## config.mk

```make
export PLATFORM = sky130hd
export DESIGN_NAME = cms_clock_ctrl
export DESIGN_NICKNAME = d
export VERILOG_FILES = /design/src/inc/cms_pkg.sv /design/src/hw/cms_clk_switch.sv /design/src/hw/cms_clock_ctrl.sv
export SDC_FILE = /design/constraint.sdc
export NUM_CORES = 1
export LEC_CHECK = 0
export ABC_AREA = 1
export CORE_MARGIN = 1.5
export CORE_UTILIZATION = 48
export CTS_BUF_LIST = sky130_fd_sc_hd__clkbuf_16
export DETAILED_ROUTE_END_ITERATION = 8
export DONT_BUFFER_PORTS = 1
export PLACE_DENSITY = 0.65
export SETUP_SLACK_MARGIN = 0.5
export SYNTH_ARGS = -nofsm -noshare
export SYNTH_HDL_FRONTEND = slang
export SYNTH_SLANG_ARGS = --single-unit
export TNS_END_PERCENT = 10
```

## constraint.sdc

```tcl
create_clock -name clk_i -period 2.5 [get_ports clk_i]
set_input_delay 0.375 -clock clk_i [delete_from_list [all_inputs] [get_ports clk_i]]
set_output_delay 0.375 -clock clk_i [all_outputs]
set_load 0.01 [all_outputs]
```

## src/inc/cms_pkg.sv

```systemverilog
// Constants for the clock multiplier and clock source select block.
// Assumes an 8-bit special function register bus clocked at 40 MHz.
package cms_pkg;

	// Register addresses on the special function register bus
	localparam logic [7:0] ADDR_MULT_CTRL = 8'hB9;
	localparam logic [7:0] ADDR_CLK_SEL = 8'hA9;
	localparam logic [7:0] ADDR_XOSC_CTRL = 8'hB1;
	localparam logic [7:0] ADDR_IOSC_CTRL = 8'hB2;

	// Reset values
	localparam logic [7:0] RST_MULT_CTRL = 8'h00;
	localparam logic [7:0] RST_CLK_SEL = 8'h00;
	localparam logic [7:0] RST_XOSC_CTRL = 8'h00;
	localparam logic [7:0] RST_IOSC_CTRL = 8'h80;

	// Multiplier control fields
	localparam int MUL_EN_BIT = 7;
	localparam int MUL_INIT_BIT = 6;
	localparam int MUL_LOCK_BIT = 5;
	localparam int MUL_SRC_LSB = 0;
	localparam logic [7:0] MUL_WR_MASK = 8'hC3;

	// Clock select fields
	localparam int SYS_SEL_LSB = 0;
	localparam int USB_SEL_LSB = 4;

	// External oscillator control fields
	localparam int XVLD_BIT = 7;
	localparam int XMODE_LSB = 4;
	localparam int XFREQ_LSB = 0;

	// Internal oscillator control fields
	localparam int IEN_BIT = 7;
	localparam int IRDY_BIT = 6;
	localparam int IDIV_LSB = 0;

	// Multiplier source codes
	localparam logic [1:0] MSRC_INT = 2'h0;
	localparam logic [1:0] MSRC_EXT = 2'h1;
	localparam logic [1:0] MSRC_EXT_D2 = 2'h2;
	localparam logic [1:0] MSRC_RSVD = 2'h3;

	// System clock source codes
	localparam logic [1:0] SYS_INT = 2'h0;
	localparam logic [1:0] SYS_EXT = 2'h1;
	localparam logic [1:0] SYS_MUL_D2 = 2'h2;

	// USB clock source codes
	localparam logic [2:0] USB_MUL = 3'h0;
	localparam logic [2:0] USB_INT_DIV = 3'h1;
	localparam logic [2:0] USB_EXT = 3'h2;
	localparam logic [2:0] USB_EXT_D2 = 3'h3;
	localparam logic [2:0] USB_EXT_D4 = 3'h4;

	// Multiplication factor handed to the analog loop
	localparam logic [2:0] MULT_RATIO = 3'h4;

	// Timing
	localparam int CLK_PERIOD_PS = 25000;
	localparam int T_WARM_NS = 5;
	localparam int T_LOCK_US = 10;
	localparam int WARM_CYC = (T_WARM_NS * 1000000 + CLK_PERIOD_PS - 1)
		/ CLK_PERIOD_PS;
	localparam int LOCK_CYC = (T_LOCK_US * 1000000 + CLK_PERIOD_PS - 1)
		/ CLK_PERIOD_PS;
	localparam int SWITCH_GAP_CYC = 4;

endpackage : cms_pkg

```

## src/hw/cms_clk_switch.sv

```systemverilog
// Glitch-free source switch sequencer for one clock mux.
// Assumes a downstream mux that honours gate_o low while sel_o changes.
`timescale 1ns/1ps
module cms_clk_switch #(
	parameter int W = 2
) (
	input wire logic clk_i,
	input wire logic rst_n_i,
	input wire logic [W-1:0] req_sel_i,
	input wire logic req_ok_i,
	output logic [W-1:0] sel_o,
	output logic gate_o
);

	typedef enum logic [1:0] {
		CMS_SW_RUN = 2'b00,
		CMS_SW_STOP = 2'b01,
		CMS_SW_START = 2'b10
	} cms_sw_e;

	cms_sw_e st_ff;
	cms_sw_e nxt_st;
	logic [2:0] cnt_ff;
	logic [2:0] nxt_cnt;
	logic [W-1:0] sel_ff;
	logic [W-1:0] nxt_sel;
	logic gate_ff;
	logic nxt_gate;
	wire cnt_done = (cnt_ff == 3'(cms_pkg::SWITCH_GAP_CYC - 1));

	// Gate off, wait, swap, wait, gate on: no runt pulse reaches the sinks
	always_comb
	begin
		nxt_st = st_ff;
		nxt_cnt = cnt_ff + 3'h1;
		nxt_sel = sel_ff;
		nxt_gate = gate_ff;
		case (st_ff)
			CMS_SW_RUN:
			begin
				nxt_cnt = 3'h0;
				if (req_ok_i && req_sel_i != sel_ff)
				begin
					nxt_gate = 1'b0;
					nxt_st = CMS_SW_STOP;
				end
			end
			CMS_SW_STOP:
			begin
				if (cnt_done)
				begin
					nxt_cnt = 3'h0;
					nxt_sel = req_sel_i;
					nxt_st = CMS_SW_START;
				end
			end
			CMS_SW_START:
			begin
				if (cnt_done)
				begin
					nxt_gate = 1'b1;
					nxt_st = CMS_SW_RUN;
				end
			end
			default:
			begin
				nxt_st = CMS_SW_RUN;
			end
		endcase
	end

	always_ff @(posedge clk_i or negedge rst_n_i)
	begin
		if (!rst_n_i)
		begin
			st_ff <= CMS_SW_RUN;
			cnt_ff <= 3'h0;
			sel_ff <= '0;
			gate_ff <= 1'b1;
		end
		else
		begin
			st_ff <= nxt_st;
			cnt_ff <= nxt_cnt;
			sel_ff <= nxt_sel;
			gate_ff <= nxt_gate;
		end
	end

	assign sel_o = sel_ff;
	assign gate_o = gate_ff;

endmodule : cms_clk_switch

```

## src/hw/cms_clock_ctrl.sv

```systemverilog
// Clock multiplier control and system / USB clock source selection.
// Assumes an 8-bit SFR bus on clk_i and analog oscillators and a
// multiplier loop whose status pins are asynchronous to clk_i.
`timescale 1ns/1ps

//Contract
//- Multiplier outputs four times its input
//- Halved multiplier output selectable as system clock
//- Bit 7 gates multiplier enable
//- Init bit zero at enable; later one initializes
//- Source 00 internal, 01 external, 10 half
//- Crystal valid set once oscillator settles
//- Internal oscillator usable immediately after enable
//- System select picks external only at 01
//- External oscillator still routable to peripherals
//- Glitch-free runtime switch among ready sources; readiness is checked only when a switch starts, not at the swap
//- USB select: multiplier at 000, divided oscillators
module cms_clock_ctrl (
	input wire logic clk_i,
	input wire logic reset_n_i,
	input wire logic [7:0] sfr_addr_i,
	input wire logic sfr_wr_i,
	input wire logic sfr_rd_i,
	input wire logic [7:0] sfr_wdata_i,
	output logic [7:0] sfr_rdata_o,
	input wire logic xosc_settled_i,
	input wire logic mult_lock_i,
	output logic multiplier_enable_o,
	output logic multiplier_initialize_o,
	output logic [1:0] multiplier_source_select_o,
	output logic [2:0] mult_ratio_o,
	output logic [1:0] sysclk_source_select_o,
	output logic sysclk_gate_o,
	output logic [2:0] usb_clock_source_select_o,
	output logic usb_clock_source_select_gate_o,
	output logic int_osc_enable_o,
	output logic [1:0] internal_osc_divide_o,
	output logic [2:0] external_osc_mode_o,
	output logic [2:0] external_osc_freq_range_o,
	output logic ext_osc_periph_en_o
);

	typedef enum logic [2:0] {
		CMS_M_OFF = 3'b000,
		CMS_M_WARM = 3'b001,
		CMS_M_READY = 3'b010,
		CMS_M_INIT = 3'b011,
		CMS_M_LOCKED = 3'b100
	} cms_mul_e;

	// Reset release
	logic [1:0] rst_sync_ff;
	wire rst_n = rst_sync_ff[1];

	always_ff @(posedge clk_i or negedge reset_n_i)
	begin
		if (!reset_n_i)
			rst_sync_ff <= 2'h0;
		else
			rst_sync_ff <= {rst_sync_ff[0], 1'b1};
	end

	// Status pins cross in through two flops each
	wire [1:0] pin_async = {mult_lock_i, xosc_settled_i};
	logic [1:0] pin_meta_ff;
	logic [1:0] pin_sync_ff;

	genvar gi;
	generate
		for (gi = 0; gi < 2; gi++)
		begin : g_sync
			always_ff @(posedge clk_i or negedge rst_n)
			begin
				if (!rst_n)
				begin
					pin_meta_ff[gi] <= 1'b0;
					pin_sync_ff[gi] <= 1'b0;
				end
				else
				begin
					pin_meta_ff[gi] <= pin_async[gi];
					pin_sync_ff[gi] <= pin_meta_ff[gi];
				end
			end
		end
	endgenerate

	wire xosc_settled = pin_sync_ff[0];
	wire loop_locked = pin_sync_ff[1];

	// Register file
	logic [7:0] mul_ctrl_ff;
	logic [7:0] clk_sel_ff;
	logic [7:0] xosc_ctrl_ff;
	logic [7:0] iosc_ctrl_ff;

	wire wr_mul = sfr_wr_i && (sfr_addr_i == cms_pkg::ADDR_MULT_CTRL);
	wire wr_clk = sfr_wr_i && (sfr_addr_i == cms_pkg::ADDR_CLK_SEL);
	wire wr_xosc = sfr_wr_i && (sfr_addr_i == cms_pkg::ADDR_XOSC_CTRL);
	wire wr_iosc = sfr_wr_i && (sfr_addr_i == cms_pkg::ADDR_IOSC_CTRL);

	wire [1:0] wr_src = sfr_wdata_i[cms_pkg::MUL_SRC_LSB +: 2];
	wire mul_en = mul_ctrl_ff[cms_pkg::MUL_EN_BIT];
	wire wr_en = sfr_wdata_i[cms_pkg::MUL_EN_BIT];
	wire wr_init = sfr_wdata_i[cms_pkg::MUL_INIT_BIT];
	// Reserved source code keeps the previous selection
	wire [1:0] nxt_src = (wr_src == cms_pkg::MSRC_RSVD) ?
		mul_ctrl_ff[cms_pkg::MUL_SRC_LSB +: 2] : wr_src;
	wire mul_clear = wr_mul && (sfr_wdata_i == 8'h00);
	// Init only counts from an already enabled multiplier
	wire init_req = wr_mul && mul_en && wr_en && wr_init &&
		!mul_ctrl_ff[cms_pkg::MUL_INIT_BIT];

	always_ff @(posedge clk_i or negedge rst_n)
	begin
		if (!rst_n)
		begin
			mul_ctrl_ff <= cms_pkg::RST_MULT_CTRL;
			clk_sel_ff <= cms_pkg::RST_CLK_SEL;
			xosc_ctrl_ff <= cms_pkg::RST_XOSC_CTRL;
			iosc_ctrl_ff <= cms_pkg::RST_IOSC_CTRL;
		end
		else
		begin
			if (wr_mul)
				mul_ctrl_ff <= (sfr_wdata_i & cms_pkg::MUL_WR_MASK & 8'hFC) |
					{6'h00, nxt_src};
			if (wr_clk)
				clk_sel_ff <= sfr_wdata_i;
			if (wr_xosc)
				xosc_ctrl_ff <= sfr_wdata_i;
			if (wr_iosc)
				iosc_ctrl_ff <= sfr_wdata_i;
		end
	end

	// Multiplier sequencer
	cms_mul_e mst_ff;
	cms_mul_e nxt_mst;
	logic [8:0] mcnt_ff;
	logic [8:0] nxt_mcnt;
	wire warm_done = (mcnt_ff >= 9'(cms_pkg::WARM_CYC - 1));
	wire lock_done = (mcnt_ff >= 9'(cms_pkg::LOCK_CYC - 1));
	wire mul_locked = (mst_ff == CMS_M_LOCKED);

	always_comb
	begin
		nxt_mst = mst_ff;
		nxt_mcnt = (mcnt_ff == 9'h1FF) ? mcnt_ff : mcnt_ff + 9'h001;
		case (mst_ff)
			CMS_M_OFF:
			begin
				nxt_mcnt = 9'h000;
				if (wr_mul && wr_en)
					nxt_mst = CMS_M_WARM;
			end
			CMS_M_WARM:
			begin
				// Init write counts only in the cycle warm-up ends; an earlier one is dropped
				if (warm_done)
					nxt_mst = CMS_M_READY;
				if (init_req && warm_done)
				begin
					nxt_mcnt = 9'h000;
					nxt_mst = CMS_M_INIT;
				end
			end
			CMS_M_READY:
			begin
				if (init_req)
				begin
					nxt_mcnt = 9'h000;
					nxt_mst = CMS_M_INIT;
				end
			end
			CMS_M_INIT:
			begin
				if (lock_done && loop_locked)
					nxt_mst = CMS_M_LOCKED;
			end
			CMS_M_LOCKED:
			begin
				// Loss of lock sends the loop back to settle
				if (!loop_locked)
				begin
					nxt_mcnt = 9'h000;
					nxt_mst = CMS_M_INIT;
				end
			end
			default:
			begin
				nxt_mst = CMS_M_OFF;
			end
		endcase
		if (mul_clear || (wr_mul && !wr_en))
		begin
			nxt_mst = CMS_M_OFF;
			nxt_mcnt = 9'h000;
		end
	end

	always_ff @(posedge clk_i or negedge rst_n)
	begin
		if (!rst_n)
		begin
			mst_ff <= CMS_M_OFF;
			mcnt_ff <= 9'h000;
		end
		else
		begin
			mst_ff <= nxt_mst;
			mcnt_ff <= nxt_mcnt;
		end
	end

	// Oscillator readiness
	wire iosc_en = iosc_ctrl_ff[cms_pkg::IEN_BIT];
	wire [2:0] xmode = xosc_ctrl_ff[cms_pkg::XMODE_LSB +: 3];
	wire xosc_en = (xmode != 3'h0);
	wire xtal_valid = xosc_en && xosc_settled;

	// Source is fit to drive a clock tree
	function automatic logic src_ok(input logic [2:0] kind,
		input logic i_ok, input logic x_ok, input logic m_ok);
		logic r;
		r = 1'b0;
		case (kind)
			3'h0: r = i_ok;
			3'h1: r = x_ok;
			3'h2: r = m_ok;
			default: r = 1'b0;
		endcase
		return r;
	endfunction : src_ok

	// Internal oscillator needs no settling wait
	wire iosc_ok = iosc_en;
	wire [1:0] sys_req = clk_sel_ff[cms_pkg::SYS_SEL_LSB +: 2];
	wire [2:0] usb_req = clk_sel_ff[cms_pkg::USB_SEL_LSB +: 3];
	wire [2:0] sys_kind = (sys_req == cms_pkg::SYS_INT) ? 3'h0 :
		(sys_req == cms_pkg::SYS_EXT) ? 3'h1 :
		(sys_req == cms_pkg::SYS_MUL_D2) ? 3'h2 : 3'h7;
	wire [2:0] usb_kind = (usb_req == cms_pkg::USB_MUL) ? 3'h2 :
		(usb_req == cms_pkg::USB_INT_DIV) ? 3'h0 :
		(usb_req <= cms_pkg::USB_EXT_D4) ? 3'h1 : 3'h7;
	wire sys_ok = src_ok(sys_kind, iosc_ok, xtal_valid, mul_locked);
	wire usb_ok = src_ok(usb_kind, iosc_ok, xtal_valid, mul_locked);

	// Unready or reserved picks made in CMS_SW_RUN leave the running source in place; one made in CMS_SW_STOP is swapped in unchecked
	logic [1:0] sys_sel;
	logic sys_gate;
	logic [2:0] usb_sel;
	logic usb_gate;

	cms_clk_switch #(
		.W(2)
	) u_sys_switch (
		.clk_i(clk_i),
		.rst_n_i(rst_n),
		.req_sel_i(sys_req),
		.req_ok_i(sys_ok),
		.sel_o(sys_sel),
		.gate_o(sys_gate)
	);

	cms_clk_switch #(
		.W(3)
	) u_usb_switch (
		.clk_i(clk_i),
		.rst_n_i(rst_n),
		.req_sel_i(usb_req),
		.req_ok_i(usb_ok),
		.sel_o(usb_sel),
		.gate_o(usb_gate)
	);

	// Read path
	logic [7:0] rd_mux;
	assign rd_mux =
		(sfr_addr_i == cms_pkg::ADDR_MULT_CTRL) ?
			(mul_ctrl_ff | {2'h0, mul_locked, 5'h00}) :
		(sfr_addr_i == cms_pkg::ADDR_CLK_SEL) ? clk_sel_ff :
		(sfr_addr_i == cms_pkg::ADDR_XOSC_CTRL) ?
			(xosc_ctrl_ff & 8'h7F) | {xtal_valid, 7'h00} :
		(sfr_addr_i == cms_pkg::ADDR_IOSC_CTRL) ?
			(iosc_ctrl_ff & 8'hBF) | {1'b0, iosc_ok, 6'h00} : 8'h00;

	// Registered outputs
	always_ff @(posedge clk_i or negedge rst_n)
	begin
		if (!rst_n)
		begin
			sfr_rdata_o <= 8'h00;
			multiplier_enable_o <= 1'b0;
			multiplier_initialize_o <= 1'b0;
			multiplier_source_select_o <= cms_pkg::MSRC_INT;
			mult_ratio_o <= cms_pkg::MULT_RATIO;
			sysclk_source_select_o <= cms_pkg::SYS_INT;
			sysclk_gate_o <= 1'b1;
			usb_clock_source_select_o <= cms_pkg::USB_MUL;
			usb_clock_source_select_gate_o <= 1'b1;
			int_osc_enable_o <= 1'b1;
			internal_osc_divide_o <= 2'h0;
			external_osc_mode_o <= 3'h0;
			external_osc_freq_range_o <= 3'h0;
			ext_osc_periph_en_o <= 1'b0;
		end
		else
		begin
			if (sfr_rd_i)
				sfr_rdata_o <= rd_mux;
			multiplier_enable_o <= (mst_ff != CMS_M_OFF);
			multiplier_initialize_o <= (mst_ff == CMS_M_INIT) ||
				mul_locked;
			multiplier_source_select_o <=
				mul_ctrl_ff[cms_pkg::MUL_SRC_LSB +: 2];
			mult_ratio_o <= cms_pkg::MULT_RATIO;
			sysclk_source_select_o <= sys_sel;
			sysclk_gate_o <= sys_gate;
			usb_clock_source_select_o <= usb_sel;
			usb_clock_source_select_gate_o <= usb_gate;
			int_osc_enable_o <= iosc_en;
			internal_osc_divide_o <= iosc_ctrl_ff[cms_pkg::IDIV_LSB +: 2];
			external_osc_mode_o <= xmode;
			external_osc_freq_range_o <=
				xosc_ctrl_ff[cms_pkg::XFREQ_LSB +: 3];
			// Peripheral path follows the oscillator, not the system pick
			ext_osc_periph_en_o <= xtal_valid;
		end
	end

endmodule : cms_clock_ctrl

```

==> results.md <==
- TritonCTS clock tree: yes
- Adder-cell share of the synthesized area: 3.11%
- Worst Hold Class: in -> reg
- Synth Area per Inst: 9.20 sq um
- Fin crit share: between 60% and 70%
- Met2 wire len: 3840 microns
- Seq cells post-synth: 90
- Synthesized area: approximately 0.0040 sq mm
- Finished Cell Area: approximately 0.0045 sq mm
- Peak supply drop: ~0.00044 V
- Yosys top cell area share: 52.2%
- Seq/Total Area, Yosys: a little under three fifths
- Final setup viols: 0
- Post-CTS Setup Repair Bufs: 0
- Run status: completed
- Count leader, synth: nand2_1
- Synth Area in Simple Gates: a little under a quarter
- Vias in the first global route: 2742
- Crit path time final: around 1600 ps
- Unrepaired setup endpoints after global routing: false
- Multiplexer share of the synthesized area: less than 1%
- Clock Path Buffers: 2
- Final Hold Vio Count: 0
- ANT nets after route: 0
- YS warnings: 0
- Post-Synthesis Cells: 438
- Switching power share of the total: between 30% and 40%
- Largest stage delay on the critical path: roughly 400 ps
- H-tree Lvls: 3
- Library cells used by synthesis: a little over 40
- Share of cells above drive strength 1: roughly 15%
- Most used cell, CP: nand2_1
- Worst-Skew Late Latency: roughly 340 ps
- DRT Pass-1 Iters: 4
- Cell taking the most area after synthesis: dfrtp_1
- Hold_buf cts: 1
- Vias: roughly 2800
- Slew Viols, Final: 0
- Initial antenna violation count: 0
- Comb pwr share: 16.6%
- First-pass GRT wire length: roughly 13000 microns
- Clock power share: between 30% and 40%
- Compound-cell area share of the yosys netlist: approximately 9.0%
- Nets: around 480
- Switch Pwr: roughly 1.1 mW
- Slowest cell on crit path: dfrtp_1
- CP Launch Type: flip-flop
- Die Area: slightly below 0.009 sq mm
- Port Buffers: 0
- DRT Wirelength: between 7000 and 8000 microns
- Core area: a little over 0.008 sq mm
- Dominant cells by area after synthesis: dfrtp_1 (52%), nand2_1 (10%), inv_1 (4.5%)
- Maxcap violations: 0
- Fmax achieved: 627 MHz
- Starting density of the core: between 40% and 50%
- 1st-iter DRT viols: 131
- Flop pwr share: 47.4%
- PwrDens: 842 mW/mm^2
- Largest family of logic cells by synthesized area: simple AND/OR/NAND/NOR gates
- Gr usage total: between 10% and 20%
- Post-synth EDFFs: 0
- I/O pin cnt: 54
- Wire per inst: 14.3 microns
- Clock net sink count: 90
- Met1 WL: ~3600 microns
- HPWL Detailed: roughly 5600 microns
- Critical path class: reg -> reg
- Fin Hold WS: 64.3 ps
- Endpoint class of the critical path: flip-flop
- Fillers: between 700 and 800
- Async SR Flop Fraction: 100%
- Chip height: 94.6 microns
- Detailed-route DRC error count: 0
- Static Leakage: 2.15 nW
- Root buffer cell: clkbuf_16
- CTS buffer count: 9
- Worst-path cell chain: ha_1, nand2_1, inv_2, nand2_1, nor3_2, nand2_2, mux2i_1, nor2_2
- Max FO, Critical Path: 7
- Diode count: 0
- Internal: 2.63 mW
- Placement-stage cell area: about 0.0041 sq mm
- Synth Flop Type: dfrtp_1
- RePlAce Congestion: ~0.85
- Resize count post-CTS: 0
- Num rows: 33
- Final setup TNS: 0 ps
- Area growth syn-to-layout: 10.6%
- Vias per inst: 5.08
- CP required: 2720 ps
- Final Skew: 9.05 ps
- Die width: about 95 microns
- Xor and xnor area share after synthesis: around 1.3%
- Post-synth top cells: nand2_1 (112), dfrtp_1 (84), inv_1 (48), nand3_1 (24), o21ai_1 (23)
- DR top layer: met4
- Reg clk slew, reported paths: ~60 ps
- WP data arrival: approximately 1800 ps
- Largest net degree at the start of global routing: 54
- GR Overflow Total: 0
- Met3 WL: approximately 350 microns
-- sequential cells by signal, indices dropped and copies added (netlist names), 3 cells and up --
name	count
u_usb_switch.cnt_ff	3
u_sys_switch.cnt_ff	3
external_osc_freq_range_o	3
xosc_ctrl_ff	7
mst_ff	3
u_usb_switch.sel_o	3
iosc_ctrl_ff	7
sfr_rdata_o	8
external_osc_mode_o	3
usb_clock_source_select_o	3
mcnt_ff	9
mul_ctrl_ff	4
clk_sel_ff	8
-- metal layers --
metal	GRT usage [%]	vias up
li1	-	1412
met1	25.6	1348
met2	31.8	53
met3	5.07	10
met4	7.84	0
met5	0	-
-- cell type report --
class	instances	area [sq um]	area share (%)
Inverter	56	210	4.72
Clock inverter	7	76.3	1.71
Sequential cell	90	2260	50.8
Clock buffer	9	225	5.05
Timing Repair Buffer	2	30.0	0.674
Multi-Input combinational cell	287	1520	34.1
Tap cell	105	131	2.95
-- worst max-delay path: cells and delay by family (launching register included) --
kind | cells | cell delay [ps]
adders and majority gates | 1 | 180
buffers and inverters | 1 | 60
DFF | 1 | 400
muxes | 1 | 220
and+or+nand+nor | 5 | 630
-- power groups by stage --
stage                     Sequential, mW  Combinational, mW  Clock [mW]
after CTS                           1.78              0.629        1.39
final                               1.78              0.621        1.35
after global placement              1.80              0.602           0
after global routing                1.80              0.719        1.47
after detailed placement            1.81              0.624           0
after floorplan                     1.78              0.502           0
-- metrics by stage --
stage | power [mW] | worst slack [ps] | util, % | std cells
4_1_cts | 3.79 | 895 | 54.5 | 556
5_1_grt | 3.99 | 664 | 54.5 | 556
6_report | 3.75 | 905 | 54.5 | 556
3_3_place_gp | 2.40 | 895 | 50.7 | 539
2_1_floorplan | 2.28 | 988 | - | 440
3_5_place_dp | 2.43 | 856 | 50.7 | 539
-- kinds of logic (layout without fill, tap and decap cells) --
group | count (synthesis) | in the layout
buf+inv | 63 | 74
xor+xnor | 6 | 6
fa+ha+maj | 10 | 10
other cells | 2 | 4
compound gates | 64 | 64
flops | 90 | 90
simple gates | 201 | 201
mux | 2 | 2
-- path summary, 6_finish.rpt --
kind                                start                        endpoint  slack (ps)  cells after the start
setup / recovery               mcnt_ff[0]                      mcnt_ff[1]         910                      8
setup reg to reg               mcnt_ff[0]                      mcnt_ff[1]         910                      8
min in group asynchronous       reset_n_i                  rst_sync_ff[0]         260                      1
hold reg to reg            rst_sync_ff[1]        internal_osc_divide_o[1]         300                      0
hold / removal             xosc_settled_i                  pin_meta_ff[0]          60                      0
max in group asynchronous  rst_sync_ff[1]  usb_clock_source_select_gate_o        1500                      1
-- placed cells by master (no fill, tap or decap), types with 5 or more instances in the layout --
master and count:
dfstp_2 6, o21ai_2 7, nor3_1 8, clkbuf_16 9, ha_1 10, inv_1 48
nand3_1 24, a21oi_1 14, dfrtp_1 83, nand2_2 7, o21ai_1 23, inv_2 5
o21ai_0 13, nor2_2 11, nand2_1 112, nor2_1 22
Power figures use the tool's default switching activity.
